`src/include/fcs_defines.svh`:
```
// timing counts and field positions for the clock frequency change sequencer
`ifndef FCS_DEFINES_SVH
`define FCS_DEFINES_SVH

`define FCS_CLK_PERIOD_NS  100
// nanosecond figures are plain defaults, converted by rounding up
`define FCS_CKSRE_NS       10
`define FCS_CKSRX_NS       10
`define FCS_TXP_NS         24
`define FCS_TXS_NS         270
`define FCS_NS_TO_CYC(ns)  ((((ns) + `FCS_CLK_PERIOD_NS - 1) / `FCS_CLK_PERIOD_NS) < 1 ? 1 : \
                            (((ns) + `FCS_CLK_PERIOD_NS - 1) / `FCS_CLK_PERIOD_NS))
`define FCS_CKSRE_CYC      `FCS_NS_TO_CYC(`FCS_CKSRE_NS)
`define FCS_CKSRX_CYC      `FCS_NS_TO_CYC(`FCS_CKSRX_NS)
`define FCS_TXP_CYC        `FCS_NS_TO_CYC(`FCS_TXP_NS)
`define FCS_TXS_CYC        `FCS_NS_TO_CYC(`FCS_TXS_NS)
`define FCS_MRD_CYC        4
`define FCS_DLLK_CYC       512

`define FCS_TMR_W          10
`define FCS_MR_DLL_RESET   2'h0
`define FCS_MR_DLL_CTRL    2'h1

`endif

```
`src/include/fcs_pkg.sv`:
```
// types shared by the clock frequency change sequencer
package fcs_pkg;

  typedef enum logic [2:0] {
    FCS_CMD_NOP      = 3'h0,
    FCS_CMD_SR_ENTER = 3'h1,
    FCS_CMD_SR_EXIT  = 3'h2,
    FCS_CMD_PD_ENTER = 3'h3,
    FCS_CMD_MODE_SET = 3'h4
  } fcs_cmd_e;

  typedef enum logic [5:0] {
    FCS_ST_ACTIVE = 6'h01,
    FCS_ST_HOLD   = 6'h02,
    FCS_ST_FREE   = 6'h04,
    FCS_ST_EXIT   = 6'h08,
    FCS_ST_MRS    = 6'h10,
    FCS_ST_RELOCK = 6'h20
  } fcs_state_e;

  typedef struct packed {
    logic     valid;
    fcs_cmd_e code;
    logic [1:0] mr_sel;
    logic     a0;
    logic     a8;
  } fcs_cmd_s;

  typedef struct packed {
    logic ready;
    logic dll_on;
    logic dll_locked;
    logic clock_free;
    logic term_active;
  } fcs_status_s;

  typedef struct packed {
    logic freq;
    logic term;
    logic cke;
    logic timing;
    logic early_exit;
  } fcs_err_s;

endpackage : fcs_pkg

```
`src/rtl/fcs_sequencer.sv`:
```
// device-side sequencer watching a clock frequency change and dll relock
`timescale 1ns/1ps
`default_nettype none
`include "fcs_defines.svh"

// What this block does
// - clock free after entry hold; stable before exit
// - termination stays off unless disabled before entry: hold to relock for power-down, relock only for self refresh
// - ready at new frequency after lock time
// - mode sets spaced by four real edges
// - nanoseconds become cycles, rounded up
// - control bit a0 set turns dll off
module fcs_sequencer (
  input  wire logic             clk,
  input  wire logic             nrst,
  input  wire logic             cke,
  input  wire logic             termination_control,
  input  wire fcs_pkg::fcs_cmd_s cmd,
  input  wire logic             rtt_nom_en,
  input  wire logic             freq_change,
  input  wire logic             err_clear,
  output fcs_pkg::fcs_status_s  status,
  output fcs_pkg::fcs_err_s     err
);

  fcs_pkg::fcs_state_e  state_reg;
  fcs_pkg::fcs_state_e  state_next;
  logic                 sr_mode_reg;
  logic                 sr_mode_next;
  logic                 rtt_held_reg;
  logic                 rtt_held_next;
  logic                 dll_on_reg;
  logic                 dll_on_next;
  logic                 locked_reg;
  logic                 locked_next;
  fcs_pkg::fcs_err_s    err_reg;
  fcs_pkg::fcs_err_s    err_next;
  fcs_pkg::fcs_err_s    err_set;
  fcs_pkg::fcs_status_s status_reg;
  fcs_pkg::fcs_status_s status_next;

  logic                  phase_load;
  logic [`FCS_TMR_W-1:0] phase_val;
  logic                  phase_done;
  logic                  stable_load;
  logic                  stable_done;
  logic                  space_load;
  logic                  space_done;
  logic                  lock_load;
  logic                  lock_done;

  logic is_ms;
  logic ms_ok;
  logic ms_ok_state;
  logic enter_sleep;

  ////////////////////////////////////////////////////////////////////////
  // timers

  fcs_timer u_phase (
    .clk      (clk),
    .nrst     (nrst),
    .load     (phase_load),
    .load_val (phase_val),
    .done     (phase_done)
  );

  fcs_timer u_stable (
    .clk      (clk),
    .nrst     (nrst),
    .load     (stable_load),
    .load_val (`FCS_TMR_W'(`FCS_CKSRX_CYC - 1)),
    .done     (stable_done)
  );

  fcs_timer u_space (
    .clk      (clk),
    .nrst     (nrst),
    .load     (space_load),
    .load_val (`FCS_TMR_W'(`FCS_MRD_CYC - 1)),
    .done     (space_done)
  );

  fcs_timer u_lock (
    .clk      (clk),
    .nrst     (nrst),
    .load     (lock_load),
    .load_val (`FCS_TMR_W'(`FCS_DLLK_CYC - 1)),
    .done     (lock_done)
  );

  ////////////////////////////////////////////////////////////////////////
  // command decode

  assign is_ms       = cmd.valid && (cmd.code == fcs_pkg::FCS_CMD_MODE_SET);
  assign ms_ok_state = (state_reg == fcs_pkg::FCS_ST_ACTIVE) || (state_reg == fcs_pkg::FCS_ST_MRS) ||
                       (state_reg == fcs_pkg::FCS_ST_RELOCK);
  // early mode sets are flagged and dropped so the spacing timer is not rearmed
  assign ms_ok       = is_ms && ms_ok_state && space_done;
  assign enter_sleep = cmd.valid && !cke && ((cmd.code == fcs_pkg::FCS_CMD_SR_ENTER) ||
                       (cmd.code == fcs_pkg::FCS_CMD_PD_ENTER));

  ////////////////////////////////////////////////////////////////////////
  // sequence

  always_comb begin
    state_next    = state_reg;
    sr_mode_next  = sr_mode_reg;
    rtt_held_next = rtt_held_reg;
    dll_on_next   = dll_on_reg;
    locked_next   = locked_reg;
    err_set       = '0;
    phase_load    = 1'b0;
    phase_val     = `FCS_TMR_W'(`FCS_CKSRE_CYC - 1);
    stable_load   = freq_change;
    space_load    = ms_ok;
    lock_load     = 1'b0;

    if (is_ms && !ms_ok) begin
      err_set.timing = 1'b1;
    end
    if (ms_ok && (cmd.mr_sel == `FCS_MR_DLL_CTRL)) begin
      dll_on_next = !cmd.a0;
    end
    if (freq_change) begin
      locked_next = 1'b0;
    end

    unique case (state_reg)
      fcs_pkg::FCS_ST_ACTIVE: begin
        if (freq_change) begin
          err_set.freq = 1'b1;
        end
        if (enter_sleep) begin
          state_next    = fcs_pkg::FCS_ST_HOLD;
          sr_mode_next  = (cmd.code == fcs_pkg::FCS_CMD_SR_ENTER);
          rtt_held_next = rtt_nom_en;
          phase_load    = 1'b1;
        end
      end
      fcs_pkg::FCS_ST_HOLD: begin
        // clock must still be valid until the entry hold has run out
        if (freq_change) begin
          err_set.freq = 1'b1;
        end
        if (cke) begin
          err_set.cke = 1'b1;
        end
        if (phase_done) begin
          state_next = fcs_pkg::FCS_ST_FREE;
        end
      end
      fcs_pkg::FCS_ST_FREE: begin
        // exit taken on enable high; same path for slow and fast exit
        if (cke) begin
          if (!stable_done || freq_change) begin
            err_set.early_exit = 1'b1;
          end
          state_next = fcs_pkg::FCS_ST_EXIT;
          phase_load = 1'b1;
          phase_val  = sr_mode_reg ? `FCS_TMR_W'(`FCS_TXS_CYC - 1) : `FCS_TMR_W'(`FCS_TXP_CYC - 1);
        end
      end
      fcs_pkg::FCS_ST_EXIT: begin
        if (freq_change) begin
          err_set.freq = 1'b1;
        end
        if (is_ms) begin
          err_set.timing = 1'b1;
        end
        if (!cke) begin
          err_set.cke = 1'b1;
        end
        if (phase_done) begin
          state_next = fcs_pkg::FCS_ST_MRS;
        end
      end
      fcs_pkg::FCS_ST_MRS: begin
        if (freq_change) begin
          err_set.freq = 1'b1;
        end
        if (!cke) begin
          err_set.cke = 1'b1;
        end
        if (ms_ok && (cmd.mr_sel == `FCS_MR_DLL_RESET) && cmd.a8) begin
          state_next = fcs_pkg::FCS_ST_RELOCK;
          lock_load  = 1'b1;
        end
      end
      fcs_pkg::FCS_ST_RELOCK: begin
        if (freq_change) begin
          err_set.freq = 1'b1;
        end
        if (!cke) begin
          err_set.cke = 1'b1;
        end
        if (termination_control && rtt_held_reg) begin
          err_set.term = 1'b1;
        end
        if (lock_done && !lock_load) begin
          state_next  = fcs_pkg::FCS_ST_ACTIVE;
          locked_next = 1'b1;
        end
      end
    endcase

    // a reset mode set outside the change path still restarts the lock
    if (ms_ok && (state_reg == fcs_pkg::FCS_ST_ACTIVE) && (cmd.mr_sel == `FCS_MR_DLL_RESET) && cmd.a8) begin
      state_next  = fcs_pkg::FCS_ST_RELOCK;
      lock_load   = 1'b1;
      locked_next = 1'b0;
    end
    if ((state_reg != fcs_pkg::FCS_ST_ACTIVE) && (state_reg != fcs_pkg::FCS_ST_RELOCK) &&
        !sr_mode_reg && termination_control && rtt_held_reg) begin
      err_set.term = 1'b1;
    end

    // a new event wins over a clear in the same cycle
    err_next = err_clear ? err_set : (err_reg | err_set);

    status_next.clock_free  = (state_next == fcs_pkg::FCS_ST_FREE);
    // termination is only live in normal operation, never while asleep
    status_next.term_active = (state_next == fcs_pkg::FCS_ST_ACTIVE) && termination_control && rtt_nom_en;
    status_next.dll_on      = dll_on_next;
    status_next.dll_locked  = locked_next;
    status_next.ready       = (state_next == fcs_pkg::FCS_ST_ACTIVE) && (locked_next || !dll_on_next);
  end

  always_ff @(posedge clk or negedge nrst) begin
    if (!nrst) begin
      state_reg    <= fcs_pkg::FCS_ST_ACTIVE;
      sr_mode_reg  <= 1'b0;
      rtt_held_reg <= 1'b0;
      dll_on_reg   <= 1'b1;
      locked_reg   <= 1'b0;
      err_reg      <= '0;
      status_reg   <= '0;
    end else begin
      state_reg    <= state_next;
      sr_mode_reg  <= sr_mode_next;
      rtt_held_reg <= rtt_held_next;
      dll_on_reg   <= dll_on_next;
      locked_reg   <= locked_next;
      err_reg      <= err_next;
      status_reg   <= status_next;
    end
  end

  assign status = status_reg;
  assign err    = err_reg;
endmodule : fcs_sequencer
`default_nettype wire

```
`src/rtl/fcs_timer.sv`:
```
// down counter: loaded with n-1, done at the n-th edge after the load
`timescale 1ns/1ps
`default_nettype none
`include "fcs_defines.svh"

module fcs_timer (
  input  wire logic                  clk,
  input  wire logic                  nrst,
  input  wire logic                  load,
  input  wire logic [`FCS_TMR_W-1:0] load_val,
  output logic                       done
);

  logic [`FCS_TMR_W-1:0] count_reg;
  logic [`FCS_TMR_W-1:0] count_next;

  always_comb begin
    count_next = count_reg;
    if (load) begin
      count_next = load_val;
    end else if (count_reg != '0) begin
      count_next = count_reg - `FCS_TMR_W'(1);
    end
  end

  always_ff @(posedge clk or negedge nrst) begin
    if (!nrst) begin
      count_reg <= '0;
    end else begin
      count_reg <= count_next;
    end
  end

  assign done = (count_reg == '0);

endmodule : fcs_timer
`default_nettype wire

```
`config.mk`:
```
export PLATFORM = sky130hd
export DESIGN_NAME = fcs_sequencer
export DESIGN_NICKNAME = d
export VERILOG_FILES = /design/src/include/fcs_pkg.sv /design/src/rtl/fcs_sequencer.sv /design/src/rtl/fcs_timer.sv
export VERILOG_INCLUDE_DIRS = /design/src /design/src/include
export SDC_FILE = /design/constraint.sdc
export NUM_CORES = 1
export LEC_CHECK = 0
export ABC_AREA = 1
export BUFFER_PORTS_ARGS = -buffer_cell sky130_fd_sc_hd__buf_2
export CAP_MARGIN = 20
export CORE_MARGIN = 4
export CORE_UTILIZATION = 45
export DETAILED_ROUTE_END_ITERATION = 7
export SYNTH_ARGS = -nofsm -noshare
export SYNTH_HDL_FRONTEND = slang
export SYNTH_SLANG_ARGS = --single-unit
```
`constraint.sdc`:
```
create_clock -name clk -period 2.25 [get_ports clk]
set_input_delay 0.3375 -clock clk [delete_from_list [all_inputs] [get_ports clk]]
set_output_delay 0.3375 -clock clk [all_outputs]
set_load 0.02 [all_outputs]
```
; ---- Yosys cells after proc, flatten, opt, wreduce, memory -nomap -nowiden
; Index checks and enable logic that the tools add are counted.
; W data, S select, Z words.
[totals]
elab_cells = 128
regBits = 59
in_bits = 15
out_inout_bits = 10
[op_classes]
mux = 44
n_bitwise = 1
eq_ne = 14
addsub = 4
n_reduce_logical = 47
[ops]
columns = operator, count
row1 = $mux W10, 8
row2 = $mux W6, 7
row3 = $logic_not A10 Y1, 4
row4 = $reduce_bool A10 Y1, 4
row5 = $sub A10 B1 Y10 const B, 4
row6 = $pmux W6 S6, 1
row7 = $mux W1, 22
row8 = $logic_and A1 B1 Y1, 20
row9 = $eq A6 B1 Y1 const B, 2
row10 = $eq A6 B3 Y1 const B, 2
row11 = $reduce_bool A2 Y1, 4
row12 = $eq A6 B2 Y1 const B, 1
row13 = $eq A6 B4 Y1 const B, 1
row14 = $eq A6 B5 Y1 const B, 1
row15 = $eq A6 B6 Y1 const B, 1
row16 = $logic_not A1 Y1, 6
row17 = $mux W2, 3
row18 = $ne A6 B1 Y1 const B, 1
row19 = $ne A6 B6 Y1 const B, 1
row20 = $logic_or A1 B1 Y1, 5
row21 = $mux W5, 1
row22 = $or A5 B5 Y5, 1
row23 = $reduce_or A5 Y1, 1
row24 = $pmux W1 S2, 2
row25 = 7 further kinds, 7

; ---- Logic depth before layout (Yosys ltp)
; Gate-level depths: netlist of the first run.
[logic_depth]
ltp_word = 13
mapped_depth = 13
mapped_depth_nobuf = 13

; ---- Cells and area by module
; A second synthesis of the first run with hierarchy kept.
[unflattened]
cells_unflattened = 538
area_unflattened_um2 = 3900.0
[by_module_without_submodules]
columns = module, cells_per_inst, seq_area_each_um2, area_per_inst_um2, instances
row1 = fcs_timer (u_lock ...), 95, 250.2, 695.7, 2
row2 = fcs_timer (u_space ...), 91, 250.2, 670.6, 2
row3 = fcs_sequencer, 166, 478.0, 1167.4, 1

; ---- Worst setup path after synthesis of the first run
; No wires, ideal clock.
[synth_path]
kind = register to register
startpoint = reg u_lock.count_reg[0]
endpoint = reg u_lock.count_reg[6]
stages_incl_launch_ff = 13
setup_ns = 0.122
setup_slack_ns = 0.621
n_path_buf = 0
t_required_ns = 2.128
arrival_ns = 1.507
synth_period_minus_slack_ns = 1.629
path_cell_list = dfrtp_1 -> inv_1 -> ha_1 -> nand2_1 -> nor2_1 -> nand2_1 -> nand2_1 -> or2_1 -> inv_1 -> nand2_1 -> nor2_1 -> xnor2_1 -> nand2_1
[synth_between]
elab_chain_len = 3
word_cells_on_any_way = 5
cone_classes = 1 x add/sub / 2 x mux / 2 x reduce/logical
[synth_rtl]
columns = element, line_no
row1 = from (decl), fcs_timer.sv:14  ; logic [`FCS_TMR_W-1:0] count_reg;
row2 = from (signal assigned), fcs_timer.sv:30  ; count_reg <= count_next;
row3 = $sub A10 B1 Y10, fcs_timer.sv:22  ; count_next = count_reg - `FCS_TMR_W'(1);
row4 = $mux W10, fcs_timer.sv:21  ; end else if (count_reg != '0) begin
row5 = $mux W10, fcs_timer.sv:19  ; if (load) begin
; Several ways; a longest one is shown, not always the timed one. The select of a mux whose other input is x is not followed.
; A chain may end at the register's enable or synchronous reset.

==> results of run 1 <==
-- path summary, 6_finish.rpt --
check                                                 start                                end  slack (ns)  cells past startpoint
hold / removal                                         nrst  u_stable.count_reg[3]$_DFFE_PN0N_      -0.001                      2
setup reg to reg           u_space.count_reg[0]$_DFFE_PN0P_                status[0]$_DFF_PN0_        0.29                     13
hold reg to reg            u_space.count_reg[9]$_DFFE_PN0P_   u_space.count_reg[9]$_DFFE_PN0P_        0.47                      1
max in group asynchronous                              nrst             state_reg[0]$_DFF_PN1_        1.95                      2
min in group clk                                     cmd[5]            sr_mode_reg$_DFFE_PN0P_        0.19                      2
setup / recovery           u_space.count_reg[0]$_DFFE_PN0P_                status[0]$_DFF_PN0_        0.29                     13
-- Yosys cell counts, types with 3 or more instances --
cell type | n | area share
a21oi_1 | 12 | 0.019
dfrtp_1 | 57 | 0.45
ha_1 | 5 | 0.020
inv_1 | 63 | 0.075
inv_2 | 4 | 0.0047
nand2_1 | 64 | 0.076
nand2_2 | 3 | 0.0059
nand3_1 | 25 | 0.040
nand3_2 | 6 | 0.019
nand4_1 | 6 | 0.012
nor2_1 | 61 | 0.072
nor2_2 | 8 | 0.016
nor3_1 | 11 | 0.017
nor4_1 | 3 | 0.0059
o21ai_0 | 20 | 0.032
xnor2_1 | 5 | 0.014
xor2_1 | 13 | 0.036
-- cell families after synthesis --
kind of cell,Yosys count
fa+ha+maj,5
buf+inv,70
simple gates,198
flops,59
compound gates,42
xor+xnor,18
mux,1
-- power by group --
part           switching (mW)  internal, mW  leakage, nW
clock network           0.397         0.565       0.0995
registers               0.294          1.44        0.720
logic                    1.05         0.629        0.996
-- worst reg2reg max path, stage by stage, from the launching register on --
cell	delay [ns]
dfrtp_1	0.37
inv_1	0.14
ha_1	0.19
inv_1	0.04
nor2_1	0.08
nand3_1	0.09
nor2_2	0.18
nand4_1	0.18
nor2_1	0.20
nor2_1	0.06
nand2_1	0.10
nor2_1	0.05
nand2_1	0.12
nor2_1	0.06
-- layout make-up --
cell class              count  area [sq um]
clock buffers              13         158.9
clock inverters             2         35.03
fillers                   648          3182
inverters                  68         255.2
multi-input cells         264          1416
flip-flops and latches     59          1479
well taps                  96         120.1
repair buffers             26         147.6
-- through the flow --
stage	utilization	setup WS (ns)
after floorplan	-	0.6213
after global placement	0.5031	0.3081
after detailed placement	0.5031	0.3241
after CTS	0.5317	0.3080
after global routing	0.5317	0.06528
final	0.5317	0.2939
-- routing by layer --
| metal | track usage | up-vias | share of wire |
|---|---|---|---|
| li1 | - | 1324 | - |
| met1 | 0.2154 | 1121 | 0.50 |
| met2 | 0.2635 | 44 | 0.44 |
| met3 | 0.04676 | 7 | 0.047 |
| met4 | 0.07426 | 0 | 0.012 |
| met5 | 0 | - | 0 |
==> flow_summary_export.csv, run 1 <==
group,metric,value,unit
outcome,status,"complete, but fails checks",
outcome,failed_checks,"hold timing",
global_routing,grt_use_total,0.1676,
global_routing,grt_max_degree,60,
logic_synthesis,synth.yosys.warnings,0,
clock_network,ctsHtreeMaxLevel,3,
pwr,ir_drop,525.5,uV
sta,finalCriticalPeriod,1.956,ns
logic_synthesis,synth_top_family_by_area,"simple AND/OR/NAND/NOR gates",
run,cap_violations,0,
sta,slew_violations,0,
floorplan,rows,30,
logic_synthesis,synthArstFlopShare,1.000,
place,dp_hpwl,4.637,mm
routing,ant_nets,0,
logic_synthesis,ys_types,39,
logic_synthesis,synth_xor_area_frac,0.04986,
logic_synthesis,synthAdderAreaFrac,0.01979,
clock_network,cts_root_buf,"clkbuf_8",
final_layout,most-common-layout-cells,"64 x nand2_1, 63 x inv_1, 61 x nor2_1",
sta,hold_viol,1,
logic_synthesis,synth-simple-area-share,0.2988,
logic_synthesis,ys_seq_area_frac,0.4677,
floorplan,core_area,0.006794,sq mm
routing,drt-pass1-iter-count,4,
sta,tightest_slew,0.5368,ns
clock_network,hold_buffers,0,
logic_synthesis,synth_compound_gate_area_share,0.07598,
sta,period_share,0.8694,
global_routing,grt_pass1_vias,2540,
place,postPlaceCellArea,0.003418,sq mm
floorplan,ios,25,
final_layout,final_nets,448,
clock_network,post_cts_buffers,0,
logic_synthesis,muxShareOfSynthArea,0.003562,
global_routing,antenna_found_initial,0,
routing,viasPerCell,4.727,
final_layout,area_growth,14.25,%
setup_path,critPathMaxFanout,5,
clock_network,clock-sinks,59,
logic_synthesis,syn_area_per_cell,8.045,sq um
pwr,p_leak,1.815,nW
clock_network,clk_pin_slew_worst_paths,0.07,ns
place,globalplace.congestion,0.8774,
routing,vias,2496,
pwr,power,4.369,mW
sta,holdWs,-0.001225,ns
logic_synthesis,ys_seq_elements,59,
logic_synthesis,synth_ff_type,"dfrtp_1",
sta,slew_headroom,0.6394,
routing,wirelength,6.342,mm
logic_synthesis,synth_area,0.003162,sq mm
setup_path,worstPathCellList,"inv_1 -> ha_1 -> inv_1 -> nor2_1 -> nand3_1 -> nor2_2 -> nand4_1 -> nor2_1 -> nor2_1 -> nand2_1 -> nor2_1 -> nand2_1 -> nor2_1",
logic_synthesis,syn-num-nets,413,
setup_path,required,2.47,ns
setup_path,crit_top_cell,"nor2_1",
final_layout,layout_commonest_cell,"nand2_1",
sta,rsz0062_at_grt,"false",
setup_path,max_stage_delay,0.37,ns
global_routing,grt_first_pass_wirelength,11.25,mm
clock_network,cts_tree,"yes",
setup_path,cp_slowest_cell,"dfrtp_1",
floorplan,dieArea,0.008431,sq mm
place,dpl.cell_count,513,
logic_synthesis,synthCells,393,
final_layout,final_area,0.003612,sq mm
worst_hold_path,hp-class,"in2async",
global_routing,gr-total-overflow,0,
place,portBuffers,24,
setup_path,critPathTopFamily,"simple AND/OR/NAND/NOR gates",
setup_path,crit_buf_inv,2,
routing,drtIter0Drc,102,
setup_path,start_kind,"flip-flop",
final_layout,drive_gt1_frac,0.1597,
setup_path,cp.arrival,2.18,ns
sta,fmax,0.5112,GHz
floorplan,die_w,91.82,um
sta,setup_tns,0,ns
routing,drc,0,
final_layout,final_cells,528,
clock_network,ctsLongestPathBuffers,2,
final_layout,antenna_cells,0,
setup_path,end_kind,"flip-flop",
logic_synthesis,synth_edf_count,0,
sta,clock-skew-final,0.009609,ns
floorplan,start_util,0.4654,
routing,wl_per_cell,12.01,um
clock_network,clkLatencyLatePin,0.34,ns
clock_network,post_cts_resized,0,
clock_network,cts_buffers,9,
setup_path,critPathKind,"reg2reg",
pwr,power_density,1209,mW/mm^2
floorplan,fp.dieH,91.82,um
sta,setup_viol,0,
Power figures use the tool's default switching activity.
==> run 2: changes to the inputs <==
--- a/config.mk
+++ b/config.mk
@@ -6,7 +6,6 @@
 export SDC_FILE = /design/constraint.sdc
 export NUM_CORES = 1
 export LEC_CHECK = 0
-export ABC_AREA = 1
 export BUFFER_PORTS_ARGS = -buffer_cell sky130_fd_sc_hd__buf_2
 export CAP_MARGIN = 20
 export CORE_MARGIN = 4
==> run 2 against run 1 <==
  * The run ends with setup timing left
  * Power is 14% higher
  * Global-route usage is 2.5 points higher
  * Clock power is 2% lower
  * Combinational power is 41% higher
  * Synthesized area is 0.44% higher
  * Non-clock buffer count is 76 higher
  * Synthesized cell count is 13% lower
  * Sequential share of layout area is 7.1 points lower
  * Via count is 11% higher
  * Hold slack better by 0.25 ns
  * Fmax is 15% lower
  * Critical path depth is 5 lower
  * Critical path type unchanged
  * Critical endpoint is now status[4]$_DFF_PN0_
==> flow_summary_export.csv, run 2 <==
group,metric,value,unit
final_layout,fillerInstances,581,
logic_synthesis,syn-num-nets,360,
floorplan,start_util,0.4648,
setup_path,critPathTopFamily,"compound AO/OA/AOI/OAI gates",
logic_synthesis,synth_top_cell_by_area,"dfrtp_1",
logic_synthesis,synth_ff_type,"dfrtp_1",
sta,finalCriticalPeriod,2.301,ns
global_routing,met2_usage,0.3230,
worst_hold_path,hp-class,"in2reg",
global_routing,grt_use_total,0.1921,
sta,slew_headroom,0.6401,
final_layout,final_nets,461,
setup_path,critPathKind,"reg2reg",
final_layout,layout_commonest_cell,"buf_4",
clock_network,clock-sinks,59,
worst_hold_path,hold_depth,2,
setup_path,crit_buf_inv,1,
pwr,p_leak,1.985,nW
outcome,status,"complete, but fails checks",
logic_synthesis,synth_compound_gate_area_share,0.1111,
logic_synthesis,synth_top_family_by_area,"simple AND/OR/NAND/NOR gates",
sta,rsz0062_at_grt,"true",
routing,drt-pass1-iter-count,4,
logic_synthesis,synth.yosys.warnings,0,
routing,drtIter0Drc,157,
logic_synthesis,synthCells,340,
sta,setup_slack,-0.05101,ns
global_routing,grt_first_pass_wirelength,12.85,mm
run,cap_violations,0,
place,globalplace.congestion,0.8686,
global_routing,grt_pass1_vias,2751,
logic_synthesis,syn_area_per_cell,9.340,sq um
sta,setup_viol,3,
clock_network,ctsLongestPathBuffers,2,
setup_path,reg2reg_to,"status[4]$_DFF_PN0_",
setup_path,worstPathCellList,"inv_1 -> ha_2 -> nor2b_2 -> nand3_1 -> or4_4 -> a211oi_4 -> o32ai_2 -> a2111oi_2",
floorplan,die_w,92.01,um
routing,drc,0,
logic_synthesis,synthArstFlopShare,1.000,
setup_path,end_kind,"flip-flop",
routing,ant_nets,0,
logic_synthesis,ys_seq_elements,59,
final_layout,seq_area,0.001483,sq mm
logic_synthesis,netlist_top_cells_count,"57 x dfrtp_1, 43 x nor2_1, 33 x nand2_1",
logic_synthesis,synth_area_leaders,"dfrtp_1 45%, nor2_1 5.1%, xnor2_1 4.4%, nand2_1 3.9%, o21ai_0 3.5%",
global_routing,grt_util_met3,0.03199,
sta,fmax,0.4346,GHz
routing,vias,2768,
clock_network,ctsHtreeMaxLevel,3,
sta,period_share,1.023,
final_layout,utilization,0.6412,
clock_network,cts_buffers,9,
sta,clock-skew-final,0.009801,ns
global_routing,use_met1,0.2419,
global_routing,antenna_found_initial,0,
worst_hold_path,holdPathEnd,"err[0]$_DFF_PN0_",
setup_path,start_kind,"flip-flop",
setup_path,required,2.47,ns
final_layout,drive_gt1_frac,0.3789,
logic_synthesis,synth_area,0.003176,sq mm
routing,wl_per_cell,14.13,um
routing,wirelength,7.661,mm
sta,hold_viol,0,
global_routing,grt_max_degree,60,
final_layout,multi_input_area,0.001759,sq mm
final_layout,most-common-layout-cells,"73 x buf_4, 54 x dfrtp_1, 41 x nor2_1",
logic_synthesis,synth_edf_count,0,
floorplan,fp.dieH,92.01,um
logic_synthesis,synth-simple-area-share,0.2711,
final_layout,area_growth,37.94,%
clock_network,cts_root_buf,"clkbuf_8",
setup_path,max_stage_delay,0.49,ns
pwr,power_density,1135,mW/mm^2
logic_synthesis,ys_types,55,
place,dp_hpwl,5.585,mm
setup_path,rrSetupSlack,-0.05,ns
sta,tightest_slew,0.5325,ns
clock_network,cts_tree,"yes",
setup_path,cp.arrival,2.52,ns
floorplan,ios,25,
setup_path,critPathMaxFanout,3,
logic_synthesis,synth_xor_area_frac,0.06619,
logic_synthesis,ys_seq_area_frac,0.4657,
logic_synthesis,post-synth-top-count-cell,"dfrtp_1",
setup_path,cp_slowest_cell,"or4_4",
place,portBuffers,24,
floorplan,rows,30,
clock_network,clk_pin_slew_worst_paths,0.07,ns
global_routing,top_usage_layer,"met2",
logic_synthesis,yosys.area.top_type_share,0.4492,
setup_path,r2r_start,"u_space.count_reg[0]$_DFFE_PN0P_",
outcome,failed_checks,"setup timing",
setup_path,reg2reg_depth,8,
floorplan,core_area,0.006832,sq mm
routing,viasPerCell,5.107,
final_layout,antenna_cells,0,
logic_synthesis,muxShareOfSynthArea,0.02600,
sta,slew_violations,0,
worst_hold_path,min-delay-start,"err_clear",
pwr,ir_drop,643.9,uV
clock_network,clkLatencyLatePin,0.34,ns
logic_synthesis,synthAdderAreaFrac,0.01970,
place,place_ws,-0.1776,ns
global_routing,gr-total-overflow,0,
floorplan,dieArea,0.008465,sq mm
run 2: cell count changes after synthesis, moves of 6 or more:
cell / previous run / this run
mux2i_1: 0 / 6
nor4_1: 3 / 9
nor2_2: 8 / 0
nor2_1: 61 / 43
nand3_2: 6 / 0
nand3_1: 25 / 10
or4_1: 0 / 11
xnor2_1: 5 / 16
nand2b_1: 0 / 6
nand2_1: 64 / 33
inv_1: 63 / 20
clkbuf_1: 1 / 7
run 2: worst max path at each step:
stage / from / to / cells past startpoint
3_3_place_gp: cmd[5] / status[4]$_DFF_PN0_ / 7
5_1_grt: state_reg[0]$_DFF_PN1_ / status[0]$_DFF_PN0_ / 8
6_report: u_space.count_reg[0]$_DFFE_PN0P_ / status[4]$_DFF_PN0_ / 8
2_1_floorplan: u_phase.count_reg[0]$_DFFE_PN0P_ / status[4]$_DFF_PN0_ / 8
3_5_place_dp: cmd[5] / status[4]$_DFF_PN0_ / 7
4_1_cts: state_reg[2]$_DFF_PN0_ / status[4]$_DFF_PN0_ / 6
run 2: metrics by stage:
| stage | power, mW | instance area (sq um) | instances | hold WS [ns] | TNS [ns] |
|---|---|---|---|---|---|
| finish | 4.973 | 4380 | 542 | 0.2536 | -0.1254 |
| detailed placement | 3.825 | 3966 | 516 | 0.3660 | -0.9228 |
| CTS | 4.946 | 4288 | 540 | 0.2470 | -0.06674 |
| floorplan | 2.915 | 3254 | 340 | 0.04191 | -0.02680 |
| global placement | 3.790 | 3966 | 516 | 0.3677 | -0.2641 |
| global route | 5.366 | 4380 | 542 | 0.2448 | -0.4135 |
run 2: worst reg2reg max path: cells and delay by family, from the launching register on:
family | cells | cell delay (ns)
buffers and inverters | 1 | 0.09
AOI/OAI and AO/OA | 3 | 0.77
and+or+nand+nor | 3 | 0.75
DFF | 1 | 0.39
adders and majority gates | 1 | 0.19
run 2: logic make-up after synthesis:
kind of cell               Yosys count
AOI/OAI and AO/OA                   54
xor gates and xnor gates            24
muxes                                8
DFF                                 59
and+or+nand+nor                    158
buffers and inverters               32
adders and majority gates            5
run 2: repair_timing:
action | in CTS | in global routing
resized for setup | 19 | 17
hold buffers | 1 | 0
cloned | 0 | 1
buffers inserted | 7 | 1
pin swaps | 5 | 5
endpoints found under the setup margin | 15 | 9
hold endpoints to repair | 9 | 0
run 2: layout make-up:
cell class,count,share of cell area
clock inverter,3,0.009140
timing repair buffer,102,0.1722
multi-input combinational,249,0.4016
sequential,59,0.3385
tap,96,0.02742
inverter,20,0.01714
clock buffer,13,0.03399
run 2: power breakdown:
group | switching, mW | internal [mW] | total, mW
Clock | 0.403 | 0.539 | 0.942
Sequential | 0.259 | 1.41 | 1.67
Combinational | 1.11 | 1.26 | 2.37
run 2: routing by layer:
metal,part of all wire,vias to the layer above
met2,0.49,37
met4,0.021,0
met1,0.46,1326
met3,0.029,12
met5,0,-
li1,-,1393
